--- src/include/srm_consts.vh ---
// Constants for the service request mask logic.
`ifndef SRM_CONSTS_VH
`define SRM_CONSTS_VH

// Data widths.
`define SRM_W          8
`define SRM_MSB        7

// Status summary byte bit positions.
`define SRM_B_ALARM    0
`define SRM_B_TRIG     1
`define SRM_B_READY    2
`define SRM_B_SCAN     3
`define SRM_B_MSG      4
`define SRM_B_EVENT    5
`define SRM_B_SUMMARY  6
`define SRM_B_OVERRUN  7

// Enable bits that exist; the request summary bit has no enable.
`define SRM_ENABLE_BITS 8'hBF

// Reset and clear values.
`define SRM_MASK_RESET  8'h00
`define SRM_ZERO_BYTE   8'h00

// Synchroniser stage reset value.
`define SRM_SYNC_RESET  1'b0

// Open-drain request pin: its data bit and the released enable level.
`define SRM_SRQ_DATA     1'b0
`define SRM_SRQ_RELEASED 1'b1

`endif

--- src/rtl/srm_sync.v ---
// Two-stage synchroniser for a group of asynchronous level inputs.
`timescale 1ns/10ps
`include "srm_consts.vh"

module srm_sync #(
  parameter WIDTH = 8
) (
  // Clock, reset and enable.
  input  wire             clk,
  input  wire             rst,
  input  wire             ce,
  // Levels from another domain.
  input  wire [WIDTH-1:0] async_in,
  // Levels safe for this domain.
  output wire [WIDTH-1:0] sync_out
);

  genvar i;
  generate
    for (i = 0; i < WIDTH; i = i + 1) begin : g_bit
      reg meta_ff;
      reg stable_ff;
      // Only the second stage reads the first.
      always @(posedge clk or posedge rst) begin
        if (rst) begin
          meta_ff   <= `SRM_SYNC_RESET;
          stable_ff <= `SRM_SYNC_RESET;
        end else if (ce) begin
          meta_ff   <= async_in[i];
          stable_ff <= meta_ff;
        end
      end
      assign sync_out[i] = stable_ff;
    end
  endgenerate

endmodule // srm_sync

--- src/rtl/srm_top.v ---
// Service request mask and request generation toward the bus controller.
//
// Function
// - Mask bits mirror status byte bits; bit 6 is summary, no enable.
// - Set status condition with enabled mask bit asserts bus request.
// - Several conditions may be enabled; combined mask is their OR.
// - Mask held until next executed write, power-on command or device clear.
// - Bit 7 requests service on acquisition buffer overrun.
// - Bit 5 requests service when an enabled event has occurred.
// - Bit 4 requests service when response data waits in output queue.
// - Bit 3 requests service when a complete scan is available.
// - Bit 2 requests service when command set finished, device ready.
// - Bit 1 requests service on valid trigger start or stop event.
// - Bit 0 requests service on a valid alarm condition.
// - Mask is zero after power-on; writing zero disables all requests.
`timescale 1ns/10ps
`include "srm_consts.vh"

module srm_top (
  // Clock, reset and enable.
  input  wire               clk,
  input  wire               rst,
  input  wire               ce,
  // Mask write command from the command parser.
  input  wire               mask_wr,
  input  wire [`SRM_MSB:0]  mask_wr_data,
  // Execute command closing a command string.
  input  wire               exec_cmd,
  // Mask query command and its answer.
  input  wire               mask_rd,
  output wire [`SRM_MSB:0]  mask_rd_data,
  output wire               mask_rd_valid,
  // Clear sources.
  input  wire               por_cmd,
  input  wire               dev_clear,
  // Status conditions from the acquisition front end (other domain).
  input  wire               cond_overrun,
  input  wire               cond_event,
  input  wire               cond_msg,
  input  wire               cond_scan,
  input  wire               cond_ready,
  input  wire               cond_trig,
  input  wire               cond_alarm,
  // Status summary byte and programmed mask for serial poll.
  output wire [`SRM_MSB:0]  status_summary_byte,
  output wire [`SRM_MSB:0]  request_enable_mask,
  // Open-drain service request line.
  output wire               srq_out,
  output wire               srq_oe_n
);

  // Asynchronous conditions placed at their status byte positions. They
  // are levels: a condition that pulses for less than one clock may be
  // missed, so the front end must hold each one until it is serviced.
  wire [`SRM_MSB:0] cond_raw;
  wire [`SRM_MSB:0] cond_sync;

  assign cond_raw[`SRM_B_OVERRUN] = cond_overrun;
  assign cond_raw[`SRM_B_SUMMARY] = 1'b0;
  assign cond_raw[`SRM_B_EVENT]   = cond_event;
  assign cond_raw[`SRM_B_MSG]     = cond_msg;
  assign cond_raw[`SRM_B_SCAN]    = cond_scan;
  assign cond_raw[`SRM_B_READY]   = cond_ready;
  assign cond_raw[`SRM_B_TRIG]    = cond_trig;
  assign cond_raw[`SRM_B_ALARM]   = cond_alarm;

  srm_sync #(
    .WIDTH    (`SRM_W)
  ) u_sync (
    .clk      (clk),
    .rst      (rst),
    .ce       (ce),
    .async_in (cond_raw),
    .sync_out (cond_sync)
  );

  // Mask state: the live mask and the value collected within a string.
  reg  [`SRM_MSB:0] mask_ff;
  reg  [`SRM_MSB:0] nxt_mask;
  reg  [`SRM_MSB:0] pend_ff;
  reg  [`SRM_MSB:0] nxt_pend;
  reg               pend_vld_ff;
  reg               nxt_pend_vld;

  // Query answer.
  reg  [`SRM_MSB:0] rd_data_ff;
  reg               rd_valid_ff;

  // Status byte and request line; both pin flops drive outputs directly.
  reg  [`SRM_MSB:0] stb_ff;
  reg  [`SRM_MSB:0] nxt_stb;
  reg               nxt_srq;
  reg               srq_out_ff;
  reg               srq_oe_n_ff;

  wire              clear_all;
  wire [`SRM_MSB:0] wr_value;
  wire [`SRM_MSB:0] enabled_hits;

  // Power-on command and device clear both wipe the mask at once. A clear
  // in the same cycle as a write wins and drops the pending value, so a
  // stale write can never come back after a device clear.
  assign clear_all = por_cmd | dev_clear;

  // Bit 6 has no enable, so it can never be stored.
  assign wr_value = mask_wr_data & `SRM_ENABLE_BITS;

  // Mask update. Writes are deferred: they collect in the pending value
  // and take effect on execute. Nonzero writes in one string without execute OR
  // together, so sending the summed value once gives the same result; a zero write clears the pending value.
  always @* begin
    nxt_mask     = mask_ff;
    nxt_pend     = pend_ff;
    nxt_pend_vld = pend_vld_ff;
    if (clear_all) begin
      nxt_mask     = `SRM_MASK_RESET;
      nxt_pend     = `SRM_MASK_RESET;
      nxt_pend_vld = 1'b0;
    end else begin
      if (mask_wr) begin
        if (wr_value == `SRM_ZERO_BYTE) begin
          nxt_pend = `SRM_ZERO_BYTE;
        end else begin
          nxt_pend = pend_ff | wr_value;
        end
        nxt_pend_vld = 1'b1;
      end
      // A write in the same cycle as execute joins the committed value.
      if (exec_cmd && nxt_pend_vld) begin
        nxt_mask     = nxt_pend;
        nxt_pend     = `SRM_MASK_RESET;
        nxt_pend_vld = 1'b0;
      end
    end
  end

  // One lane per status bit. A lane counts toward the request only where
  // its enable bit is set; the summary lane has no enable, so it can never
  // feed back into its own value.
  genvar b;
  generate
    for (b = 0; b < `SRM_W; b = b + 1) begin : g_lane
      if (b == `SRM_B_SUMMARY) begin : g_summary
        assign enabled_hits[b] = 1'b0;
      end else begin : g_cond
        assign enabled_hits[b] = cond_sync[b] & mask_ff[b];
      end
    end
  endgenerate

  // Status byte: conditions at their positions, bit 6 the summary.
  always @* begin
    nxt_stb = cond_sync & `SRM_ENABLE_BITS;
    nxt_stb[`SRM_B_SUMMARY] = |enabled_hits;
    // Each enabled condition on its own drives the request.
    nxt_srq = |enabled_hits;
    // Every enabled lane raises the request on its own, whatever the
    // others do, so several enables may stand together.
    // The request falls as soon as no enabled condition remains.
    if (!(|enabled_hits)) begin
      nxt_srq = 1'b0;
    end
  end

  // All state freezes while the clock enable is low, so a held enable
  // never loses a pending write or a committed mask.
  always @(posedge clk or posedge rst) begin
    if (rst) begin
      mask_ff     <= `SRM_MASK_RESET;
      pend_ff     <= `SRM_MASK_RESET;
      pend_vld_ff <= 1'b0;
      stb_ff      <= `SRM_ZERO_BYTE;
    end else if (ce) begin
      mask_ff     <= nxt_mask;
      pend_ff     <= nxt_pend;
      pend_vld_ff <= nxt_pend_vld;
      stb_ff      <= nxt_stb;
    end
  end

  // Query answer. The data holds until the next query, so a slow reader
  // can still take it after the one-cycle valid has gone.
  always @(posedge clk or posedge rst) begin
    if (rst) begin
      rd_data_ff  <= `SRM_ZERO_BYTE;
      rd_valid_ff <= 1'b0;
    end else if (ce) begin
      rd_valid_ff <= mask_rd;
      // Query reports the mask in force, not a pending write.
      if (mask_rd) begin
        rd_data_ff <= mask_ff;
      end
    end
  end

  // The line is open drain: it is pulled low while a request stands and
  // released otherwise. Both pin bits sit in flops so that no glitch of
  // the request logic can reach the bus.
  always @(posedge clk or posedge rst) begin
    if (rst) begin
      srq_out_ff  <= `SRM_SRQ_DATA;
      srq_oe_n_ff <= `SRM_SRQ_RELEASED;
    end else if (ce) begin
      srq_out_ff  <= `SRM_SRQ_DATA;
      srq_oe_n_ff <= ~nxt_srq;
    end
  end

  // Serial-poll view of the byte and the mask.
  assign mask_rd_data        = rd_data_ff;
  assign mask_rd_valid       = rd_valid_ff;
  assign status_summary_byte = stb_ff;
  assign request_enable_mask = mask_ff;

  // Enable is active low: low while the module pulls the line.
  // The data bit stays low, so a released line floats to its pull-up.
  assign srq_out  = srq_out_ff;
  assign srq_oe_n = srq_oe_n_ff;

endmodule // srm_top

--- config.mk ---
export PLATFORM = sky130hd
export DESIGN_NAME = srm_top
export DESIGN_NICKNAME = d
export VERILOG_FILES = /design/src/rtl/srm_sync.v /design/src/rtl/srm_top.v
export VERILOG_INCLUDE_DIRS = /design/src /design/src/include
export SDC_FILE = /design/constraint.sdc
export NUM_CORES = 1
export LEC_CHECK = 0
export BUFFER_PORTS_ARGS = -buffer_cell sky130_fd_sc_hd__clkbuf_2
export CELL_PAD_IN_SITES_DETAIL_PLACEMENT = 1
export CELL_PAD_IN_SITES_GLOBAL_PLACEMENT = 1
export CORE_AREA = 5 5 74 76
export CTS_CLUSTER_DIAMETER = 30
export CTS_CLUSTER_SIZE = 8
export DETAILED_ROUTE_END_ITERATION = 10
export DIE_AREA = 0 0 79 81
export GPL_TIMING_DRIVEN = 0
export PLACE_DENSITY_LB_ADDON = 0.25
export SETUP_SLACK_MARGIN = 0.5
export SLEW_MARGIN = 30
export SYNTH_ARGS = -nofsm -noshare
export SYNTH_HDL_FRONTEND = slang
export SYNTH_SLANG_ARGS = --single-unit
--- constraint.sdc ---
create_clock -name clk -period 2.3 [get_ports clk]
set_input_delay 0.345 -clock clk [delete_from_list [all_inputs] [get_ports clk]]
set_output_delay 0.345 -clock clk [all_outputs]
set_load 0.01 [all_outputs]
==> metrics.md, run 1 <==
| Metric | Value |
|---|---|
| Number of flops mapped to enable cells by yosys | 0 |
| Pin count of the biggest net entering global routing | 32 |
| Aggregate global routing overflow | 0 |
| Non-Filler Cell Area, Final | 2480 µm² |
| Layout overhead on the synthesized area | 21.5% |
| Number of resized instances in the post-cts repair step | 0 |
| Worst setup path startpoint | pend_vld_ff |
| Total wire length | 4880 µm |
| Clock Tree Root | sky130_fd_sc_hd__clkbuf_8 |
| Worst Path Max Fanout | 6 |
| I/O Pins | 50 |
| Number of hold violations in the final report | 0 |
| Required time at the worst-slack endpoint | 2.50 ns |
| Setup repair after global routing missed its margin | no |
| Total GRT Usage | 0.168 |
| Number of buffers added to fix hold violations after cts | 0 |
| Number of filler instances in the final layout | 513 |
| Die W | 79 µm |
| Worst clock skew | 0.00278 ns |
| Post-synthesis async set-or-reset flop share | 1.00 |
| Max Transition Viols Final | 0 |
| CTS HTree Levels | 2 |
| Area taken by flip-flops and latches | 1230 µm² |
| First-pass GRT wire length | 8180 µm |
| Count of vias placed by the detailed router | 1420 |
| Core Rows | 25 |
| Post-CTS Setup Inserts | 0 |
| Post-place instance area | 2360 µm² |
| Antenna violations before repair | 0 |
| Result of the run | finished, final reports clean |
| Floorplan core area | 4660 µm² |
| Switching power total | 468 µW |
| Internal Dissipation | 1.41 mW |
| Clock transition time at the flip-flop clock pins of the worst setup and hold paths | 0.09 ns |
| Fraction of the cycle the final worst path needs | 0.593 |
| Worst min-delay path class | in -> async |
| Signal arrival time at the worst endpoint | 1.57 ns |
| Static leakage power | 1.20 nW |
| Area of combinational cells with multiple inputs | 723 µm² |
| Final RePlAce weighted congestion | 0.762 |
| Avg Synthesized Cell Area | 13.5 µm² |
| Total CTS buffers | 5 |
| Die height | 81 µm |
| Setup TNS | 0 ns |
| Origin of the critical flop-to-flop path | pend_vld_ff |
| Port Buffers | 46 |
| Net switching share of the total power | 0.249 |
| Fin crit period | 1.36 ns |
| Final ANT Viol Nets | 0 |
| Seq pwr share | 0.524 |
| First-iteration detailed-routing DRC count | 49 |
| Post-Syn Area | 2040 µm² |
| Average detailed-routed wire length per instance | 18.8 µm |
| CTS tree | built |
| Number of global-route vias before repair | 1619 |
| Setup-failing EPs final | 0 |
| Maximum count of clock buffers along a single path | 2 |
| Total of flip-flops plus latches after synthesis | 49 |
| Number of distinct library cells after synthesis | 28 |
| Kind of critical path | reg -> reg |
| Clk sink count | 49 |
| First-pass DRT Iterations | 4 |
| Critical path capture point type | flop |
| Peak supply drop | 0.000338 V |
| Measured slew at the worst slew-check pin | 0.575 ns |
| Part of the total power dissipated in the clock network | 0.344 |
| Comb pwr share | 0.133 |
| Routed via count divided by cell count | 5.46 |
| Max capacitance violation total | 0 |
| Power density over cell area | 758 nW/µm² |
| Net count of the finished layout | 228 |
| HPWL Detailed | 3690 µm |
| Later-pin clock latency in the skew report | 0.30 ns |
| Sequential area share after synthesis | 0.602 |
| Number of warnings reported in the yosys synthesis log | 0 |
| Remaining max-slew budget at the tightest pin | 0.615 |
| Starting density of the core | 0.437 |
| Synth Instances | 151 |
| Most frequently used flop master after synthesis | sky130_fd_sc_hd__dfrtp_1 |
| Post-Synthesis Net Count | 174 |
| Peak clock frequency supported by timing | 0.733 GHz |
| Drt drc | 0 |
| Diode insertion count for antenna repair | 0 |
| Startpoint Class | flop |
| Die area | 6400 µm² |
| Fraction of layout cells with a size suffix above 1 | 0.466 |
-- flip-flops by register name (all words and copies together), names as in the netlist --
register,cells
mask_rd_data,8
pend_ff,8
request_enable_mask,8
status_summary_byte,8
u_sync.g_bit.meta_ff,7
u_sync.g_bit.stable_ff,7
mask_rd_valid,1
pend_vld_ff,1
srq_oe_n,1
-- placed cells by master (no fill, tap or decap), types with 2 or more instances in the layout --
| cell type | netlist | routed |
|---|---|---|
| sky130_fd_sc_hd__dfrtp_1 | 48 | 48 |
| sky130_fd_sc_hd__o21a_1 | 3 | 3 |
| sky130_fd_sc_hd__buf_2 | 4 | 4 |
| sky130_fd_sc_hd__clkbuf_2 | 0 | 46 |
| sky130_fd_sc_hd__mux2_2 | 29 | 29 |
| sky130_fd_sc_hd__a22o_1 | 8 | 8 |
| sky130_fd_sc_hd__a21oi_1 | 16 | 16 |
| sky130_fd_sc_hd__a22oi_1 | 3 | 3 |
| sky130_fd_sc_hd__buf_4 | 2 | 2 |
| sky130_fd_sc_hd__o32ai_1 | 6 | 6 |
| sky130_fd_sc_hd__clkbuf_8 | 0 | 6 |
| sky130_fd_sc_hd__nor2_1 | 2 | 2 |
| sky130_fd_sc_hd__nand2_1 | 2 | 2 |
| sky130_fd_sc_hd__inv_1 | 10 | 9 |
| sky130_fd_sc_hd__o21ai_0 | 3 | 3 |
-- routing by layer --
| layer | share of wire | up-vias | track usage |
|---|---|---|---|
| li1 | - | 658 | - |
| met1 | 0.45 | 726 | 0.206 |
| met2 | 0.49 | 31 | 0.282 |
| met3 | 0.042 | 5 | 0.0399 |
| met4 | 0.016 | 0 | 0.0739 |
| met5 | 0 | - | 0 |
-- Yosys cell counts (all sizes together), types with 2 or more instances --
cell,instances,area share
nand2,2,0.0037
o21a,3,0.011
a22o,8,0.034
inv,10,0.018
o32ai,6,0.026
nor2,2,0.0037
o21ai,3,0.0074
mux2,29,0.16
buf,8,0.025
dfrtp,48,0.59
a22oi,3,0.011
a21oi,16,0.039
-- kinds of logic (layout without fill, tap and decap cells) --
family	Yosys count	count (layout)	share of synthesized area
other	1	1	0.00184
AO/OA/AOI/OAI	43	43	0.149
AND/OR/NAND/NOR	11	11	0.0442
multiplexers	29	29	0.160
buffers and inverters	18	73	0.0430
flip-flops	49	49	0.602
-- path summary, 6_finish.rpt --
check | end | slack (ns) | cells after the start
min in group clk | u_sync.g_bit[3].meta_ff | 0.27 | 2
max reg2reg | pend_ff[1] | 0.94 | 3
max | pend_ff[1] | 0.94 | 3
min | mask_rd_data[4] | 0.009 | 2
max in group asynchronous | u_sync.g_bit[7].meta_ff | 1.79 | 3
min reg2reg | srq_oe_n | 0.49 | 2
-- per-stage QoR --
step	instances	setup WS [ns]	hold slack, ns	util	power [mW]
2_1_floorplan	151	0.784	0.458	-	1.14
3_3_place_gp	251	0.281	0.465	0.501	1.23
3_5_place_dp	252	0.661	0.362	0.506	1.26
4_1_cts	260	0.929	0.0242	0.531	1.90
5_1_grt	260	0.720	0.0436	0.531	1.97
6_report	260	0.936	0.00883	0.531	1.88
-- power groups by stage --
stage               registers (mW)  clock network (mW)  logic, mW
CTS                          0.985               0.664      0.255
floorplan                     1.01                   0      0.132
detailed placement            1.00                   0      0.255
finish                       0.983               0.645      0.249
global route                 0.995               0.696      0.275
global placement             0.996                   0      0.237
-- cell type report --
type,instances,share of cell area
Buffer,8,0.0202
Clock buffer,6,0.0334
Clock inverter,2,0.0152
Inverter,10,0.0152
Multi-Input combinational cell,84,0.292
Sequential cell,49,0.496
Tap cell,54,0.0273
Timing Repair Buffer,47,0.101
-- critical path: stages, from the launching register on --
cell,delay [ns]
sky130_fd_sc_hd__dfrtp_1,0.40
sky130_fd_sc_hd__o21ai_0,0.23
sky130_fd_sc_hd__nand3_1,0.27
sky130_fd_sc_hd__o32ai_1,0.36
Power figures use the tool's default switching activity.
==> run 2: changes to the inputs <==
Settings changed: CORE_AREA 5 5 74 76 to 5 5 80 82, DIE_AREA 0 0 79 81 to 0 0 85 87.
Clock period 2.3 ns to 1.1 ns, I/O delays scaled along.
==> run 2 against run 1 <==
  * The flow now finishes with violations (hold timing, setup timing)
  * Combinational power grew to 3.4 times the previous value
  * Via count grew 10%
  * Non-clock buffer count grew 33
==> metrics.md, run 2 (same netlist as run 1, synthesis figures left out) <==
| Metric | Value |
|---|---|
| Result of the run | finished, violations left |
| Violations in the final reports | hold timing, setup timing |
| Setup TNS | -1.21 ns (-1.21 ns) |
| Clk sink count | 49 (unchanged) |
| Drt drc | 0 (unchanged) |
| Core Rows | 28 (+12%) |
| Total CTS buffers | 5 (unchanged) |
| Kind of critical path | reg -> reg |
| Register-to-register setup slack | -0.12 ns (-1.06 ns) |
| Startpoint Class | flop |
| First-iteration detailed-routing DRC count | 36 (-27%) |
| Number of filler instances in the final layout | 608 (+19%) |
| Signal arrival time at the worst endpoint | 1.41 ns (-0.16 ns) |
| Port Buffers | 46 (unchanged) |
| Critical path capture point type | flop |
| Total wire length | 5870 µm (+20%) |
| Fraction of the cycle the final worst path needs | 1.11 (+0.518) |
| Layout overhead on the synthesized area | 51.2% |
| Worst clock skew | 0.00426 ns (+0.00147 ns) |
| Setup repair after global routing missed its margin | yes |
| Final RePlAce weighted congestion | 0.710 (-6.9%) |
| Max capacitance violation total | 0 (unchanged) |
| Die W | 85 µm (+7.6%) |
| Final hold slack | -0.106 ns (-0.115 ns) |
| Fraction of layout cells with a size suffix above 1 | 0.604 (+0.138) |
| Measured slew at the worst slew-check pin | 0.631 ns (+0.0563 ns) |
| Most common cell after layout, fill and taps aside | sky130_fd_sc_hd__dfrtp_1 |
| Number of hold violations in the final report | 27 (+27) |
| Power Total | 4.25 mW (+130%) |
| Setup-failing EPs final | 17 (+17) |
| Clock transition time at the flip-flop clock pins of the worst setup and hold paths | 0.08 ns (about the same) |
| First-pass GRT wire length | 9030 µm (+10%) |
| Fin crit period | 1.22 ns (-0.142 ns) |
| Die height | 87 µm (+7.4%) |
| Floorplan core area | 5680 µm² (+22%) |
| Worst Path Max Fanout | 8 (+2) |
| Area of combinational cells with multiple inputs | 922 µm² (+28%) |
| End-of-flow core utilization | 0.543 (+0.0117) |
| Peak supply drop | 0.000694 V (+110%) |
| Maximum count of clock buffers along a single path | 2 (unchanged) |
| Starting density of the core | 0.359 (-0.0782) |
| Max Transition Viols Final | 0 (unchanged) |
| Remaining max-slew budget at the tightest pin | 0.577 (-0.0382) |
| Net count of the finished layout | 262 (+15%) |
| Final critical-path setup slack | -0.122 ns (-1.06 ns) |
| Number of global-route vias before repair | 1736 (+7.2%) |
| Static leakage power | 1.53 nW (+28%) |
| Final ANT Viol Nets | 0 (unchanged) |
| CTS tree | built |
| Pin count of the biggest net entering global routing | 29 (-9.4%) |
| Antenna violations before repair | 0 (unchanged) |
| Power density over cell area | 1380 nW/µm² (+82%) |
| I/O Pins | 50 (unchanged) |
| Peak clock frequency supported by timing | 0.819 GHz (+12%) |
| Average detailed-routed wire length per instance | 18.6 µm (-0.58%) |
| Worst min-delay path class | in -> async |
| Aggregate global routing overflow | 0 (unchanged) |
| Routed via count divided by cell count | 4.96 (-9.2%) |
| Count of vias placed by the detailed router | 1562 (+10%) |
| Die area | 7400 µm² (+16%) |
| Worst slack at placement | -0.353 ns (-1.01 ns) |
| First-pass DRT Iterations | 4 (unchanged) |
| Area taken by flip-flops and latches | 1230 µm² (+0.10%) |
| Clock Tree Root | sky130_fd_sc_hd__clkbuf_8 |
| Total GRT Usage | 0.155 (-0.0128) |
| Required time at the worst-slack endpoint | 1.29 ns (-1.21 ns) |
| CTS HTree Levels | 2 (unchanged) |
| Later-pin clock latency in the skew report | 0.29 ns (about the same) |
| HPWL Detailed | 3750 µm (+1.6%) |
| Most frequent cells in the layout | sky130_fd_sc_hd__dfrtp_1 (47), sky130_fd_sc_hd__mux2_4 (27), sky130_fd_sc_hd__buf_6 (23) |
| Diode insertion count for antenna repair | 0 (unchanged) |
## run 2: routing by layer
layer	up-vias	track usage	wire, µm
li1	722	-	-
met1	795	0.193	2550
met2	37	0.267	3010
met3	8	0.0369	230
met4	0	0.0475	78
met5	-	0	0
## run 2: power by group
group | switching, mW | internal (mW) | leakage [nW] | total, mW
clock | 0.578 | 0.742 | 0.0585 | 1.32
combinational | 0.352 | 0.493 | 0.851 | 0.845
sequential | 0.121 | 1.96 | 0.625 | 2.08
## run 2: cell type report
type                    count  area share
repair inverters            1     0.00162
plain buffers               8      0.0272
inverters                  10      0.0134
clock buffers               7      0.0280
flip-flops and latches     49       0.399
well taps                  75      0.0305
repair buffers             80       0.192
clock inverters             1     0.00974
multi-input cells          84       0.299
## run 2: timing repair
item / CTS / global route
setup endpoints to repair: 75 / 76
setup buffers: 17 / 16
hold endpoints to repair: 27 / 27
pin swaps: 9 / 5
resized for setup: 43 / 47
gates cloned: 0 / 1
## run 2: worst paths after layout
kind / startpoint / to / cells after the start
worst min register to register: srq_oe_n / srq_oe_n / 2
worst max register to register: pend_vld_ff / request_enable_mask[6] / 4
worst max-delay path: pend_vld_ff / request_enable_mask[6] / 4
min in group clk: cond_trig / u_sync.g_bit[1].meta_ff / 2
worst min-delay path: rst / status_summary_byte[7] / 2
max in group asynchronous: rst / srq_oe_n / 3
## run 2: worst max-delay path: stages, from the launching register on
cell and delay [ns]:
sky130_fd_sc_hd__dfrtp_1 0.41, sky130_fd_sc_hd__o21a_1 0.20, sky130_fd_sc_hd__and3_1 0.16, sky130_fd_sc_hd__buf_6 0.13
sky130_fd_sc_hd__a32o_1 0.21
## run 2: metrics by stage
stage / cells / instance area (µm²)
6_report: 315 / 3080
2_1_floorplan: 151 / 2090
3_3_place_gp: 272 / 2410
4_1_cts: 298 / 2860
3_5_place_dp: 273 / 2440
5_1_grt: 315 / 3080
==> run 3: changes to the inputs <==
Settings changed: CORE_AREA 5 5 80 82 to 5 5 82 84, DIE_AREA 0 0 85 87 to 0 0 87 89, SYNTH_HIERARCHICAL set to 1.
==> run 3 against run 2 <==
  * The run still ends with hold timing, setup timing left
  * Critical path depth unchanged
  * Combinational power up 5.6%
  * Sequential share of layout area up 0.47 points
  * Clock skew up 0.0041 ns
  * Critical endpoint unchanged
==> metrics.md, run 3 <==
| Metric | Value |
|---|---|
| Result of the run | finished, violations left |
| Violations in the final reports | hold timing, setup timing |
| Number of warnings reported in the yosys synthesis log | 6 (+6) |
| Power Total | 4.13 mW (-2.8%) |
| End-of-flow core utilization | 0.523 (-0.0203) |
| CTS HTree Levels | 2 (unchanged) |
| Signal arrival time at the worst endpoint | 1.40 ns (about the same) |
| Fraction of layout cells with a size suffix above 1 | 0.623 (+0.0187) |
| Fin crit period | 1.21 ns (-0.0152 ns) |
| Most frequent cells in the layout | sky130_fd_sc_hd__dfrtp_1 (43), sky130_fd_sc_hd__mux2_4 (26), sky130_fd_sc_hd__buf_6 (26) |
| Origin of the critical flop-to-flop path | pend_vld_ff |
| Die W | 87 µm (+2.4%) |
| First-pass DRT Iterations | 4 (unchanged) |
| Fraction of the cycle the final worst path needs | 1.10 (-0.0138) |
| Peak supply drop | 0.000834 V (+20%) |
| Routed via count divided by cell count | 4.93 (-0.53%) |
| Post-Synthesis Net Count | 182 (+4.6%) |
| Layout overhead on the synthesized area | 42.0% |
| Later-pin clock latency in the skew report | 0.30 ns (about the same) |
| Setup TNS | -0.820 ns (+0.395 ns) |
| Setup repair after global routing missed its margin | yes |
| Worst-path cell with the longest stage delay | sky130_fd_sc_hd__dfrtp_1 |
| Final ANT Viol Nets | 0 (unchanged) |
| HPWL Detailed | 3660 µm (-2.3%) |
| Floorplan core area | 5850 µm² (+3.1%) |
| Critical-path cell list | o21a_1 -> and3_4 -> buf_6 -> a32o_1 |
| Setup-failing EPs final | 18 (+1) |
| Total wire length | 5590 µm (-4.8%) |
| Worst Path Max Fanout | 8 (unchanged) |
| Most common cell after layout, fill and taps aside | sky130_fd_sc_hd__dfrtp_1 |
| Maximum count of clock buffers along a single path | 2 (unchanged) |
| Clk sink count | 49 (unchanged) |
| Number of buffers and inverters on the critical path | 1 (unchanged) |
| Kind of critical path | reg -> reg |
| Die area | 7740 µm² (+4.7%) |
| First-iteration detailed-routing DRC count | 58 (+61%) |
| Total GRT Usage | 0.147 (-0.00753) |
| Net count of the finished layout | 258 (-1.5%) |
| Number of hold violations in the final report | 32 (+19%) |
| Number of global-route vias before repair | 1646 (-5.2%) |
| Worst clock skew | 0.00835 ns (+0.00409 ns) |
| Aggregate global routing overflow | 0 (unchanged) |
| Max Transition Viols Final | 0 (unchanged) |
| Antenna violations before repair | 0 (unchanged) |
| Critical path capture point type | flop |
| CTS tree | built |
| Register-to-register setup slack | -0.11 ns (+0.02 ns) |
| Gate family responsible for the most delay along the worst path | compound AO/OA/AOI/OAI gates |
| Die height | 89 µm (+2.3%) |
| Final critical-path setup slack | -0.106 ns (+0.0152 ns) |
| Drt drc | 0 (unchanged) |
| Total CTS buffers | 5 (unchanged) |
| Area taken by flip-flops and latches | 1230 µm² (+0.41%) |
| Final RePlAce weighted congestion | 0.759 (+7.0%) |
| Avg Synthesized Cell Area | 13.5 µm² (+0.33%) |
| Diode insertion count for antenna repair | 0 (unchanged) |
| Worst min-delay path class | in -> async |
| First-pass GRT wire length | 8660 µm (-4.1%) |
| Reg2Reg Capture Point | request_enable_mask[6] |
| Startpoint Class | flop |
| Number of filler instances in the final layout | 597 (-1.8%) |
| Pin count of the biggest net entering global routing | 36 (+24%) |
| Worst R2R Path Depth | 4 (unchanged) |
| Static leakage power | 1.49 nW (-2.8%) |
| Core Rows | 28 (unchanged) |
| Area of combinational cells with multiple inputs | 913 µm² (-0.95%) |
| Clock Tree Root | sky130_fd_sc_hd__clkbuf_8 |
| Power density over cell area | 1350 nW/µm² (-2.0%) |
| Worst slack at placement | -0.375 ns (-0.0217 ns) |
| Max capacitance violation total | 0 (unchanged) |
| Peak clock frequency supported by timing | 0.829 GHz (+1.3%) |
| Final hold slack | -0.0806 ns (+0.0258 ns) |
| Required time at the worst-slack endpoint | 1.30 ns (about the same) |
| Measured slew at the worst slew-check pin | 0.811 ns (+0.179 ns) |
| Post-Syn Area | 2150 µm² (+5.6%) |
| Remaining max-slew budget at the tightest pin | 0.457 (-0.120) |
| Count of vias placed by the detailed router | 1534 (-1.8%) |
| Starting density of the core | 0.368 (+0.00892) |
| Clock transition time at the flip-flop clock pins of the worst setup and hold paths | 0.09 ns (about the same) |
| Port Buffers | 47 (+2.2%) |
| Average detailed-routed wire length per instance | 18.0 µm (-3.6%) |
| I/O Pins | 50 (unchanged) |
| Max stage delay on crit path | 0.41 ns (about the same) |
| Synth Instances | 159 (+5.3%) |
run 3: metrics by stage:
| stage | instance area, µm² | instances | hold WS [ns] |
|---|---|---|---|
| 2_1_floorplan | 2210 | 159 | 0.0542 |
| 3_3_place_gp | 2540 | 281 | 0.255 |
| 3_5_place_dp | 2540 | 281 | 0.261 |
| 4_1_cts | 2830 | 298 | -0.0664 |
| 5_1_grt | 3060 | 311 | -0.0608 |
| 6_report | 3060 | 311 | -0.0806 |
run 3: cell type report:
cell class,count,area share
flip-flops and latches,49,0.403
repair inverters,1,0.00164
clock inverters,1,0.00164
plain buffers,15,0.0589
well taps,75,0.0307
repair buffers,68,0.159
inverters,11,0.0147
clock buffers,7,0.0315
multi-input cells,84,0.299
run 3: layer usage:
layer  global-route usage  up-vias  wire length [µm]
li1                     -      715                 -
met1                0.191      783              2460
met2                0.246       31              2870
met3               0.0359        5               228
met4               0.0425        0                31
met5                    0        -                 0
run 3: how the worst max path moves through the flow:
| stage | cells after the start | start | endpoint | slack, ns |
|---|---|---|---|---|
| floorplan | 4 | pend_vld_ff | request_enable_mask[6] | -0.03 |
| global placement | 4 | mask_wr_data[1] | request_enable_mask[7] | -0.33 |
| detailed placement | 5 | mask_wr_data[1] | pend_ff[0] | -0.37 |
| CTS | 4 | pend_vld_ff | request_enable_mask[7] | -0.12 |
| global route | 4 | pend_vld_ff | request_enable_mask[6] | -0.15 |
| finish | 4 | pend_vld_ff | request_enable_mask[6] | -0.11 |
run 3: worst register-to-register path, stage by stage, from the launching register on:
cell and delay (ns):
sky130_fd_sc_hd__dfrtp_1 0.41, sky130_fd_sc_hd__o21a_1 0.20, sky130_fd_sc_hd__and3_4 0.16, sky130_fd_sc_hd__buf_6 0.13, sky130_fd_sc_hd__a32o_1 0.21
run 3: power breakdown:
| group | internal, mW | switching, mW |
|---|---|---|
| combinational | 0.533 | 0.359 |
| clock | 0.569 | 0.591 |
| sequential | 1.96 | 0.114 |
run 3: timing repair:
| action | in CTS | in global routing |
|---|---|---|
| setup buffers | 9 | 12 |
| resized for setup | 32 | 52 |
| setup endpoints to repair | 75 | 76 |
| cloned | 0 | 1 |
| hold endpoints to repair | 14 | 18 |
| pin swaps | 3 | 3 |
